[src/hdl/hscc_defs.vh]
// constants for the high-speed channel control register block
`ifndef HSCC_DEFS_VH
`define HSCC_DEFS_VH

`define HSCC_REG_CTL        5'h1D
`define HSCC_REG_IADDR      5'h1E
`define HSCC_REG_IDATA      5'h1F
`define HSCC_EXT_TX_SEARCH  16'h8000
`define HSCC_EXT_TX_REPLACE 16'h8001
`define HSCC_EXT_RX_SEARCH  16'h8002
`define HSCC_EXT_RX_REPLACE 16'h8003

`define HSCC_CTL_RST        16'h0880
`define HSCC_IADDR_RST      16'h0000
`define HSCC_TX_SEARCH_RST  10'h2BC
`define HSCC_TX_REPLACE_RST 10'h27C
`define HSCC_RX_SEARCH_RST  10'h27C
`define HSCC_RX_REPLACE_RST 10'h2BC

`define HSCC_RXDEPTH_HI     14
`define HSCC_RXDEPTH_LO     12
`define HSCC_RXMARK_BIT     11
`define HSCC_TXDEPTH_HI     10
`define HSCC_TXDEPTH_LO     8
`define HSCC_TXMARK_BIT     7
`define HSCC_FORCE_BIT      5
`define HSCC_JOG_BIT        4
`define HSCC_ENCBYP_BIT     3
`define HSCC_DECBYP_BIT     2
`define HSCC_HYS_HI         1
`define HSCC_HYS_LO         0

`define HSCC_HYS_ETH        2'h0
`define HSCC_HYS_ONE        2'h1
`define HSCC_HYS_TWO        2'h2
`define HSCC_HYS_THREE      2'h3

`define HSCC_ALIGN_FORCED   4'h9
`define HSCC_ALIGN_LAST     4'h9
`define HSCC_PRE_ONES       6'h20
`define HSCC_ACQ_COMMAS     2'h3
`define HSCC_ETH_ERR_LIMIT  3'h4
`define HSCC_ETH_GOOD_RUN   2'h3
`define HSCC_OP_WRITE       2'h1
`define HSCC_OP_READ        2'h2
`define HSCC_HDR_LAST       4'hC
`define HSCC_DATA_LAST      4'hF

`endif

[src/hdl/hscc_regs.v]
// control registers of the fast serial channel behind a clause 22 management port
`timescale 1ns/1ps
`include "hscc_defs.vh"

module hscc_regs #(
  parameter [4:0] PHY_ADDR = 5'h00
) (
  // clock and reset
  input  wire        core_clk,
  input  wire        rstn,
  // management pins
  input  wire        mdc,
  input  wire        mdio_in,
  output reg         mdio_out,
  output reg         mdio_oe,
  // transmit character path
  input  wire        tx_in_valid,
  input  wire [9:0]  tx_in_char,
  output reg         tx_out_valid,
  output reg  [9:0]  tx_out_char,
  // receive character path
  input  wire        rx_in_valid,
  input  wire [9:0]  rx_in_char,
  input  wire        rx_code_err,
  input  wire        rx_comma,
  output reg         rx_out_valid,
  output reg  [9:0]  rx_out_char,
  // alignment and sync
  input  wire [3:0]  sm_align_pos,
  input  wire        jog_step,
  output reg  [3:0]  align_pos,
  output reg         sync_locked,
  // configuration to the datapath
  output reg  [2:0]  fast_rx_fifo_depth,
  output reg  [2:0]  fast_tx_fifo_depth,
  output reg         rx_marker_enable,
  output reg         tx_marker_enable,
  output reg         force_byte_alignment,
  output reg         manual_alignment_step_enable,
  output reg         fast_encoder_bypass,
  output reg         fast_decoder_bypass,
  output reg  [1:0]  sync_loss_hysteresis
);

  localparam [1:0] S_PRE = 2'h0;
  localparam [1:0] S_HDR = 2'h1;
  localparam [1:0] S_TA  = 2'h2;
  localparam [1:0] S_DAT = 2'h3;
  // every control field takes its reset value from the one register reset word
  localparam [15:0] CTL_RST = `HSCC_CTL_RST;

  // reserved bit 6 is kept as plain storage; bit 15 is not stored, ignores writes and reads zero
  reg        ctl_resv6;
  reg [15:0] indirect_address_value;
  reg [9:0]  tx_search_char;
  reg [9:0]  tx_replace_char;
  reg [9:0]  rx_search_char;
  reg [9:0]  rx_replace_char;

  reg        mdc_s1;
  reg        mdc_s2;
  reg        mdc_s3;
  reg        mdio_s1;
  reg        mdio_s2;
  reg [1:0]  mstate;
  reg [5:0]  ones;
  reg [3:0]  bcnt;
  reg [12:0] hdr;
  reg [15:0] shreg;
  reg        is_read;
  reg [4:0]  reg_addr;

  reg        jog_q;
  reg [3:0]  jog_pos;
  reg [1:0]  acq_cnt;
  reg [2:0]  err_cnt;
  reg [1:0]  good_cnt;
  reg [1:0]  hys_q;

  wire       mdc_rise = mdc_s2 & ~mdc_s3;
  wire [12:0] next_hdr = {hdr[11:0], mdio_s2};
  wire [15:0] ctl_value = {1'b0, fast_rx_fifo_depth, rx_marker_enable, fast_tx_fifo_depth,
                           tx_marker_enable, ctl_resv6, force_byte_alignment,
                           manual_alignment_step_enable, fast_encoder_bypass,
                           fast_decoder_bypass, sync_loss_hysteresis};

  // extended space read; unmapped addresses read zero
  function [15:0] ext_read;
    input [15:0] a;
    begin
      case (a)
        `HSCC_EXT_TX_SEARCH:  ext_read = {6'h00, tx_search_char};
        `HSCC_EXT_TX_REPLACE: ext_read = {6'h00, tx_replace_char};
        `HSCC_EXT_RX_SEARCH:  ext_read = {6'h00, rx_search_char};
        `HSCC_EXT_RX_REPLACE: ext_read = {6'h00, rx_replace_char};
        default:              ext_read = 16'h0000;
      endcase
    end
  endfunction

  // direct clause 22 read; only the three top addresses are mapped
  function [15:0] direct_read;
    input [4:0] a;
    begin
      case (a)
        `HSCC_REG_CTL:   direct_read = ctl_value;
        `HSCC_REG_IADDR: direct_read = indirect_address_value;
        `HSCC_REG_IDATA: direct_read = ext_read(indirect_address_value);
        default:         direct_read = 16'h0000;
      endcase
    end
  endfunction

  // pins come from the station's domain, so two flops before use
  always @(posedge core_clk or negedge rstn) begin
    if (!rstn) begin
      mdc_s1  <= 1'b0;
      mdc_s2  <= 1'b0;
      mdc_s3  <= 1'b0;
      mdio_s1 <= 1'b1;
      mdio_s2 <= 1'b1;
    end else begin
      mdc_s1  <= mdc;
      mdc_s2  <= mdc_s1;
      mdc_s3  <= mdc_s2;
      mdio_s1 <= mdio_in;
      mdio_s2 <= mdio_s1;
    end
  end

  // frame engine and register writes; read data changes just after each mdc rise
  always @(posedge core_clk or negedge rstn) begin
    if (!rstn) begin
      mstate                       <= S_PRE;
      ones                         <= 6'h00;
      bcnt                         <= 4'h0;
      hdr                          <= 13'h0000;
      shreg                        <= 16'h0000;
      is_read                      <= 1'b0;
      reg_addr                     <= 5'h00;
      mdio_out                     <= 1'b0;
      mdio_oe                      <= 1'b0;
      fast_rx_fifo_depth           <= CTL_RST[`HSCC_RXDEPTH_HI:`HSCC_RXDEPTH_LO];
      fast_tx_fifo_depth           <= CTL_RST[`HSCC_TXDEPTH_HI:`HSCC_TXDEPTH_LO];
      rx_marker_enable             <= CTL_RST[`HSCC_RXMARK_BIT];
      tx_marker_enable             <= CTL_RST[`HSCC_TXMARK_BIT];
      ctl_resv6                    <= CTL_RST[6];
      force_byte_alignment         <= CTL_RST[`HSCC_FORCE_BIT];
      manual_alignment_step_enable <= CTL_RST[`HSCC_JOG_BIT];
      fast_encoder_bypass          <= CTL_RST[`HSCC_ENCBYP_BIT];
      fast_decoder_bypass          <= CTL_RST[`HSCC_DECBYP_BIT];
      sync_loss_hysteresis         <= CTL_RST[`HSCC_HYS_HI:`HSCC_HYS_LO];
      indirect_address_value       <= `HSCC_IADDR_RST;
      tx_search_char               <= `HSCC_TX_SEARCH_RST;
      tx_replace_char              <= `HSCC_TX_REPLACE_RST;
      rx_search_char               <= `HSCC_RX_SEARCH_RST;
      rx_replace_char              <= `HSCC_RX_REPLACE_RST;
    end else if (mdc_rise) begin
      case (mstate)
        S_PRE: begin
          mdio_oe <= 1'b0;
          if (mdio_s2) begin
            if (ones != `HSCC_PRE_ONES)
              ones <= ones + 6'h01;
          end else if (ones == `HSCC_PRE_ONES) begin
            mstate <= S_HDR;
            bcnt   <= 4'h0;
            ones   <= 6'h00;
          end else begin
            ones <= 6'h00;
          end
        end
        S_HDR: begin
          hdr  <= next_hdr;
          bcnt <= bcnt + 4'h1;
          if (bcnt == `HSCC_HDR_LAST) begin
            // start bit, opcode and address must all fit, else wait for a new preamble
            if (next_hdr[12] && next_hdr[9:5] == PHY_ADDR &&
                (next_hdr[11:10] == `HSCC_OP_READ || next_hdr[11:10] == `HSCC_OP_WRITE)) begin
              is_read  <= (next_hdr[11:10] == `HSCC_OP_READ);
              reg_addr <= next_hdr[4:0];
              shreg    <= direct_read(next_hdr[4:0]);
              mstate   <= S_TA;
              bcnt     <= 4'h0;
            end else begin
              mstate <= S_PRE;
            end
          end
        end
        S_TA: begin
          bcnt <= bcnt + 4'h1;
          if (bcnt == 4'h0) begin
            // first turnaround bit left floating, drive the second low
            mdio_oe  <= is_read;
            mdio_out <= 1'b0;
          end else begin
            mdio_out <= shreg[15];
            shreg    <= {shreg[14:0], 1'b0};
            mstate   <= S_DAT;
            bcnt     <= 4'h0;
          end
        end
        default: begin
          bcnt <= bcnt + 4'h1;
          if (is_read) begin
            mdio_out <= shreg[15];
            shreg    <= {shreg[14:0], 1'b0};
          end else begin
            shreg <= {shreg[14:0], mdio_s2};
          end
          if (bcnt == `HSCC_DATA_LAST) begin
            mstate  <= S_PRE;
            mdio_oe <= 1'b0;
            if (!is_read) begin
              case (reg_addr)
                `HSCC_REG_CTL: begin
                  fast_rx_fifo_depth           <= shreg[`HSCC_RXDEPTH_HI-1:`HSCC_RXDEPTH_LO-1];
                  rx_marker_enable             <= shreg[`HSCC_RXMARK_BIT-1];
                  fast_tx_fifo_depth           <= shreg[`HSCC_TXDEPTH_HI-1:`HSCC_TXDEPTH_LO-1];
                  tx_marker_enable             <= shreg[`HSCC_TXMARK_BIT-1];
                  ctl_resv6                    <= shreg[5];
                  force_byte_alignment         <= shreg[`HSCC_FORCE_BIT-1];
                  manual_alignment_step_enable <= shreg[`HSCC_JOG_BIT-1];
                  fast_encoder_bypass          <= shreg[`HSCC_ENCBYP_BIT-1];
                  fast_decoder_bypass          <= shreg[`HSCC_DECBYP_BIT-1];
                  sync_loss_hysteresis         <= {shreg[0], mdio_s2};
                end
                `HSCC_REG_IADDR: indirect_address_value <= {shreg[14:0], mdio_s2};
                `HSCC_REG_IDATA: begin
                  case (indirect_address_value)
                    `HSCC_EXT_TX_SEARCH:  tx_search_char  <= {shreg[8:0], mdio_s2};
                    `HSCC_EXT_TX_REPLACE: tx_replace_char <= {shreg[8:0], mdio_s2};
                    `HSCC_EXT_RX_SEARCH:  rx_search_char  <= {shreg[8:0], mdio_s2};
                    `HSCC_EXT_RX_REPLACE: rx_replace_char <= {shreg[8:0], mdio_s2};
                    default: ;
                  endcase
                end
                default: ;
              endcase
            end
          end
        end
      endcase
    end
  end

  // marker search and replace, one cycle of latency whether enabled or not
  always @(posedge core_clk or negedge rstn) begin
    if (!rstn) begin
      tx_out_valid <= 1'b0;
      tx_out_char  <= 10'h000;
      rx_out_valid <= 1'b0;
      rx_out_char  <= 10'h000;
    end else begin
      tx_out_valid <= tx_in_valid;
      rx_out_valid <= rx_in_valid;
      if (tx_marker_enable && tx_in_char == tx_search_char)
        tx_out_char <= tx_replace_char;
      else
        tx_out_char <= tx_in_char;
      if (rx_marker_enable && rx_in_char == rx_search_char)
        rx_out_char <= rx_replace_char;
      else
        rx_out_char <= rx_in_char;
    end
  end

  // byte alignment select; jog steps wrap over the ten bit positions
  always @(posedge core_clk or negedge rstn) begin
    if (!rstn) begin
      jog_q     <= 1'b0;
      jog_pos   <= 4'h0;
      align_pos <= 4'h0;
    end else begin
      jog_q <= jog_step;
      if (manual_alignment_step_enable && jog_step && !jog_q)
        jog_pos <= (jog_pos == `HSCC_ALIGN_LAST) ? 4'h0 : jog_pos + 4'h1;
      if (!force_byte_alignment)
        align_pos <= sm_align_pos;
      else if (manual_alignment_step_enable)
        align_pos <= jog_pos;
      else
        align_pos <= `HSCC_ALIGN_FORCED;
    end
  end

  // mode change seen one cycle late; that cycle's character is not counted
  always @(posedge core_clk or negedge rstn) begin
    if (!rstn)
      hys_q <= CTL_RST[`HSCC_HYS_HI:`HSCC_HYS_LO];
    else
      hys_q <= sync_loss_hysteresis;
  end

  // sync monitor: three clean commas to lock, loss chosen by hysteresis field
  always @(posedge core_clk or negedge rstn) begin
    if (!rstn) begin
      sync_locked <= 1'b0;
      acq_cnt     <= 2'h0;
      err_cnt     <= 3'h0;
      good_cnt    <= 2'h0;
    end else if (hys_q != sync_loss_hysteresis) begin
      // a count left by another mode must not shorten the new one
      err_cnt  <= 3'h0;
      good_cnt <= 2'h0;
    end else if (rx_in_valid) begin
      if (!sync_locked) begin
        err_cnt  <= 3'h0;
        good_cnt <= 2'h0;
        if (rx_code_err)
          acq_cnt <= 2'h0;
        else if (rx_comma) begin
          if (acq_cnt == `HSCC_ACQ_COMMAS - 2'h1) begin
            sync_locked <= 1'b1;
            acq_cnt     <= 2'h0;
          end else
            acq_cnt <= acq_cnt + 2'h1;
        end
      end else if (sync_loss_hysteresis == `HSCC_HYS_ETH) begin
        // errors add, each run of four good characters takes one back
        if (rx_code_err) begin
          good_cnt <= 2'h0;
          if (err_cnt == `HSCC_ETH_ERR_LIMIT - 3'h1)
            sync_locked <= 1'b0;
          else
            err_cnt <= err_cnt + 3'h1;
        end else if (err_cnt != 3'h0) begin
          if (good_cnt == `HSCC_ETH_GOOD_RUN) begin
            good_cnt <= 2'h0;
            err_cnt  <= err_cnt - 3'h1;
          end else
            good_cnt <= good_cnt + 2'h1;
        end
      end else begin
        // adjacent-error modes; a good character restarts the run
        if (rx_code_err) begin
          if (err_cnt[1:0] == sync_loss_hysteresis - 2'h1) begin
            sync_locked <= 1'b0;
            err_cnt     <= 3'h0;
          end else
            err_cnt <= err_cnt + 3'h1;
        end else
          err_cnt <= 3'h0;
      end
    end
  end

endmodule // hscc_regs

[config.mk]
export PLATFORM = sky130hd
export DESIGN_NAME = hscc_regs
export DESIGN_NICKNAME = d
export VERILOG_FILES = /design/src/hdl/hscc_regs.v
export VERILOG_INCLUDE_DIRS = /design/src /design/src/hdl
export SDC_FILE = /design/constraint.sdc
export NUM_CORES = 1
export LEC_CHECK = 0
export ABC_AREA = 1
export BUFFER_PORTS_ARGS = -buffer_cell sky130_fd_sc_hd__buf_4
export CORE_MARGIN = 5
export CORE_UTILIZATION = 35
export DETAILED_ROUTE_END_ITERATION = 6
export GPL_TIMING_DRIVEN = 0
export PLACE_DENSITY = 0.53
export SLEW_MARGIN = 20
export SYNTH_ARGS = -nofsm -noshare
export SYNTH_HDL_FRONTEND = slang
export SYNTH_SLANG_ARGS = --single-unit
[constraint.sdc]
create_clock -name core_clk -period 1.54 [get_ports core_clk]
set_clock_uncertainty 0.05 [all_clocks]
set_input_delay 0.154 -clock core_clk [delete_from_list [all_inputs] [get_ports core_clk]]
set_output_delay 0.154 -clock core_clk [all_outputs]
set_load 0.02 [all_outputs]
==> flow_metrics.env <==
export IMPL_syn_area_um2=8010
export IMPL_path_max_fanout=6
export IMPL_rr_worst_depth=10
export IMPL_pin_count=76
export IMPL_synth_top_cell_area_share_pct=42.8
export IMPL_crit_reg2reg_launch="hdr[9]"
export IMPL_clk_path_buf_depth=2
export IMPL_routed_via_density=4.96
export IMPL_wl_per_cell_um=16.4
export IMPL_yosys_warnings=0
export IMPL_tightest_slew_ns=0.521
export IMPL_first_iter_violations=377
export IMPL_final_setup_viol_count=127
export IMPL_end_kind="flop"
export IMPL_die_width_um=161
export IMPL_drtPass1Iterations=5
export IMPL_leakagePower_nw=5.23
export IMPL_worstPathCellList="inv_2 > ha_4 > nand3b_1 > o21ai_2 > inv_2 > nor2_4 > nand2_4 > buf_8 > a21oi_2 > a21oi_2"
export IMPL_clock_sinks=165
export IMPL_crit_arrival_ns=2.12
export IMPL_yosys_area_top_type="dfrtp_1"
export IMPL_status="finished with violations"
export IMPL_p_switching_mw=2.47
export IMPL_async_reset_ff_share_pct=100
export IMPL_hold_class="input pin to flop"
export IMPL_slowest_stage="dfrtp_1"
export IMPL_core_area_um2=22600
export IMPL_antenna_left=0
export IMPL_power_mw=10.3
export IMPL_maxCapViolations=0
export IMPL_combPwrFrac_pct=10.0
export IMPL_finalNonFillerCells=1461
export IMPL_crit_required_ns=1.80
export IMPL_min_delay_start="rx_code_err"
export IMPL_tritoncts="yes"
export IMPL_regToRegEndpoint="shreg[9]"
export IMPL_cts_made_buffers=17
export IMPL_peakVddDrop_mv=0.606
export IMPL_fillCellCount=2090
export IMPL_fin_crit_ns=1.86
export IMPL_start_kind="flop"
export IMPL_syn_area_per_cell_um2=8.32
export IMPL_worstHoldEndpoint="sync_locked"
export IMPL_die_y_um=161
export IMPL_ctsHtreeMaxLevel=4
export IMPL_p_per_area_nw_per_um2=868
export IMPL_rsz0062_at_grt="yes"
export IMPL_ys_dominant_reg_cell="dfrtp_1"
export IMPL_synth_fp_nets=1011
export IMPL_power_internal_mw=7.82
export IMPL_synth_area_leaders="dfrtp_1, nand2_1, dfstp_2, inv_1, o21ai_0"
export IMPL_portBuffers=74
export IMPL_maxSlewViolCount=0
export IMPL_violations="negative setup slack"
export IMPL_overflow=0
export IMPL_place_gp_congestion=0.813
export IMPL_placed_cells=1324
export IMPL_clk_latency_ns=0.43
export IMPL_fin_nets=1211
export IMPL_diodes=0
export IMPL_pwr_share_clk_pct=45.5
export IMPL_vias=7246
export IMPL_regArea_um2=4170
export IMPL_layout_drive_gt1_share_pct=39.9
export IMPL_grt_pass1_vias=7054
export IMPL_start_util_pct=35.5
export IMPL_final_setup_worst_slack_ns=-0.320
export IMPL_synth_edff_count=0
export IMPL_hpwl_um=15000
export IMPL_multi_input_area_um2=4100
export IMPL_fmax_ghz=0.538
export IMPL_grt_max_degree=57
export IMPL_drc=0
export IMPL_grt_antenna_before_repair=0
export IMPL_ctsRootBufferMaster="clkbuf_16"
export IMPL_slowest_delay_ns=0.39
export IMPL_critPathKind="flop to flop"
export IMPL_syn_to_final_growth_pct=48.0
export IMPL_hold_depth=2
export IMPL_slew_headroom_pct=65.2
export IMPL_wl_um=23900
export IMPL_postLayoutCoreUtil_pct=52.5
export IMPL_track_usage_pct=17.9
export IMPL_fp_row_count=55
export IMPL_die_area_um2=26000
export IMPL_clk_pin_slew_ns=0.06
export IMPL_r2r_slack_ns=-0.32
export IMPL_ys_ff_latch=165
export IMPL_grt_pass1_wl_um=37200
export IMPL_synth_seq_area_share_pct=52.0
export IMPL_pwr_share_seq_pct=44.5
export IMPL_yosysUniqueCellTypes=41
export IMPL_final_hold_viol_count=0
export IMPL_swShare_pct=24.0
export IMPL_place_ws_ns=-0.523
export IMPL_postSynthCellCount=963
export IMPL_fin_crit_sh_pct=121
==> worst max-delay path, delay by kind of cell (launching register included) <==
family	cells	cell delay (ns)
buf+inv	3	0.31
simple gates	3	0.45
compound gates	3	0.34
flops	1	0.39
fa+ha+maj	1	0.19
==> metrics by stage <==
stage	setup TNS (ns)	cell area, µm²	hold slack [ns]
global route	-36.94	11900	0.0405
floorplan	-1.30	8090	-0.192
finish	-24.67	11900	0.0363
detailed placement	-31.75	9070	0.0555
global placement	-138.97	9000	0.213
CTS	-20.12	10800	0.0477
==> cell type report <==
class	count	share of cell area, %
sequential	165	35.1
multi-input combinational	625	34.6
timing repair buffer	180	14.1
inverter	137	4.47
clock buffer	22	4.00
buffer	37	3.30
tap	285	3.01
clock inverter	10	1.42
==> placed cells by master (no fill, tap or decap), types with 5 or more instances in the layout <==
cell,n
ha_1,6
nand2_2,63
nand4_1,7
nand2_4,15
inv_2,13
nand3_2,17
nand2_1,154
buf_8,7
nor2_4,6
inv_1,118
nor2_2,10
a21oi_2,13
dfstp_2,28
buf_2,5
buf_6,29
o21ai_2,29
clkbuf_16,21
nand3_1,56
buf_4,125
o21ai_0,30
dfrtp_1,133
a21oi_4,5
inv_4,5
a21oi_1,8
o22ai_1,18
ha_4,5
clkbuf_8,7
xor2_1,15
o21ai_1,76
dlygate4sd3_1,31
nor2_1,28
nand3_4,5
==> cell usage after synthesis, drive strengths merged, types with 2 or more instances <==
master and instances:
a21oi 26, a31oi 2, buf 28, clkbuf 9, dfrtp 137, dfstp 28
ha 15, inv 137, mux2 2, nand2 233, nand3 78, nand3b 2
nand4 7, nor2 44, nor3 11, nor4 3, o211ai 4, o21a 2
o21ai 135, o22ai 22, o31ai 6, or2 3, xnor2 7, xor2 17
==> how the worst max path moves through the flow <==
stage	from	depth (start not counted)	to	slack, ns
after floorplan	hdr[9]	10	shreg[0]	-0.09
after global placement	rstn	1	sync_loss_hysteresis[0]	-0.91
after detailed placement	mdio_s2	6	shreg[9]	-0.52
after CTS	hdr[10]	10	shreg[3]	-0.31
after global routing	hdr[9]	10	shreg[6]	-0.43
final	hdr[9]	10	shreg[9]	-0.32
==> layer usage <==
metal	vias up	share of wire (%)	track usage, %
met5	-	0	0
met4	0	2.3	5.16
met3	46	4.0	3.22
met2	155	49	29.7
met1	3503	45	24.0
li1	3542	-	-
==> timing repair <==
action / 4_1_cts / 5_1_grt
setup buffers: 26 / 26
resized for setup: 163 / 220
pin swaps: 35 / 44
gates cloned: 10 / 12
hold buffers: 31 / 0
hold endpoints to repair: 88 / 0
setup endpoints to repair: 140 / 146
==> flip-flops by register name, indices dropped and copies added (netlist names), 6 cells and up <==
signal                  cells
indirect_address_value     16
shreg                      16
hdr                        12
rx_out_char                10
rx_replace_char            10
rx_search_char             10
tx_out_char                10
tx_replace_char            10
tx_search_char             10
ones                        6
==> power by group through the flow <==
stage | registers [mW] | logic [mW] | clock network [mW]
2_1_floorplan | 4.69 | 0.419 | 0
3_3_place_gp | 4.65 | 0.778 | 0
3_5_place_dp | 4.66 | 0.818 | 0
4_1_cts | 4.58 | 0.929 | 4.78
5_1_grt | 4.60 | 1.16 | 4.97
6_report | 4.58 | 1.03 | 4.68
==> cells by family (layout without fill, tap and decap cells) <==
family | count (synthesis) | count (layout) | synth area share [%]
buffers and inverters | 174 | 386 | 8.79
XOR/XNOR | 24 | 24 | 2.62
adder cells (fa/ha/maj) | 15 | 15 | 2.34
multiplexers | 2 | 2 | 0.281
AND/OR/NAND/NOR | 381 | 382 | 20.3
flip-flops | 165 | 165 | 52.0
AO/OA/AOI/OAI | 202 | 202 | 13.7
Note: power is estimated with default switching activity, not from simulation.
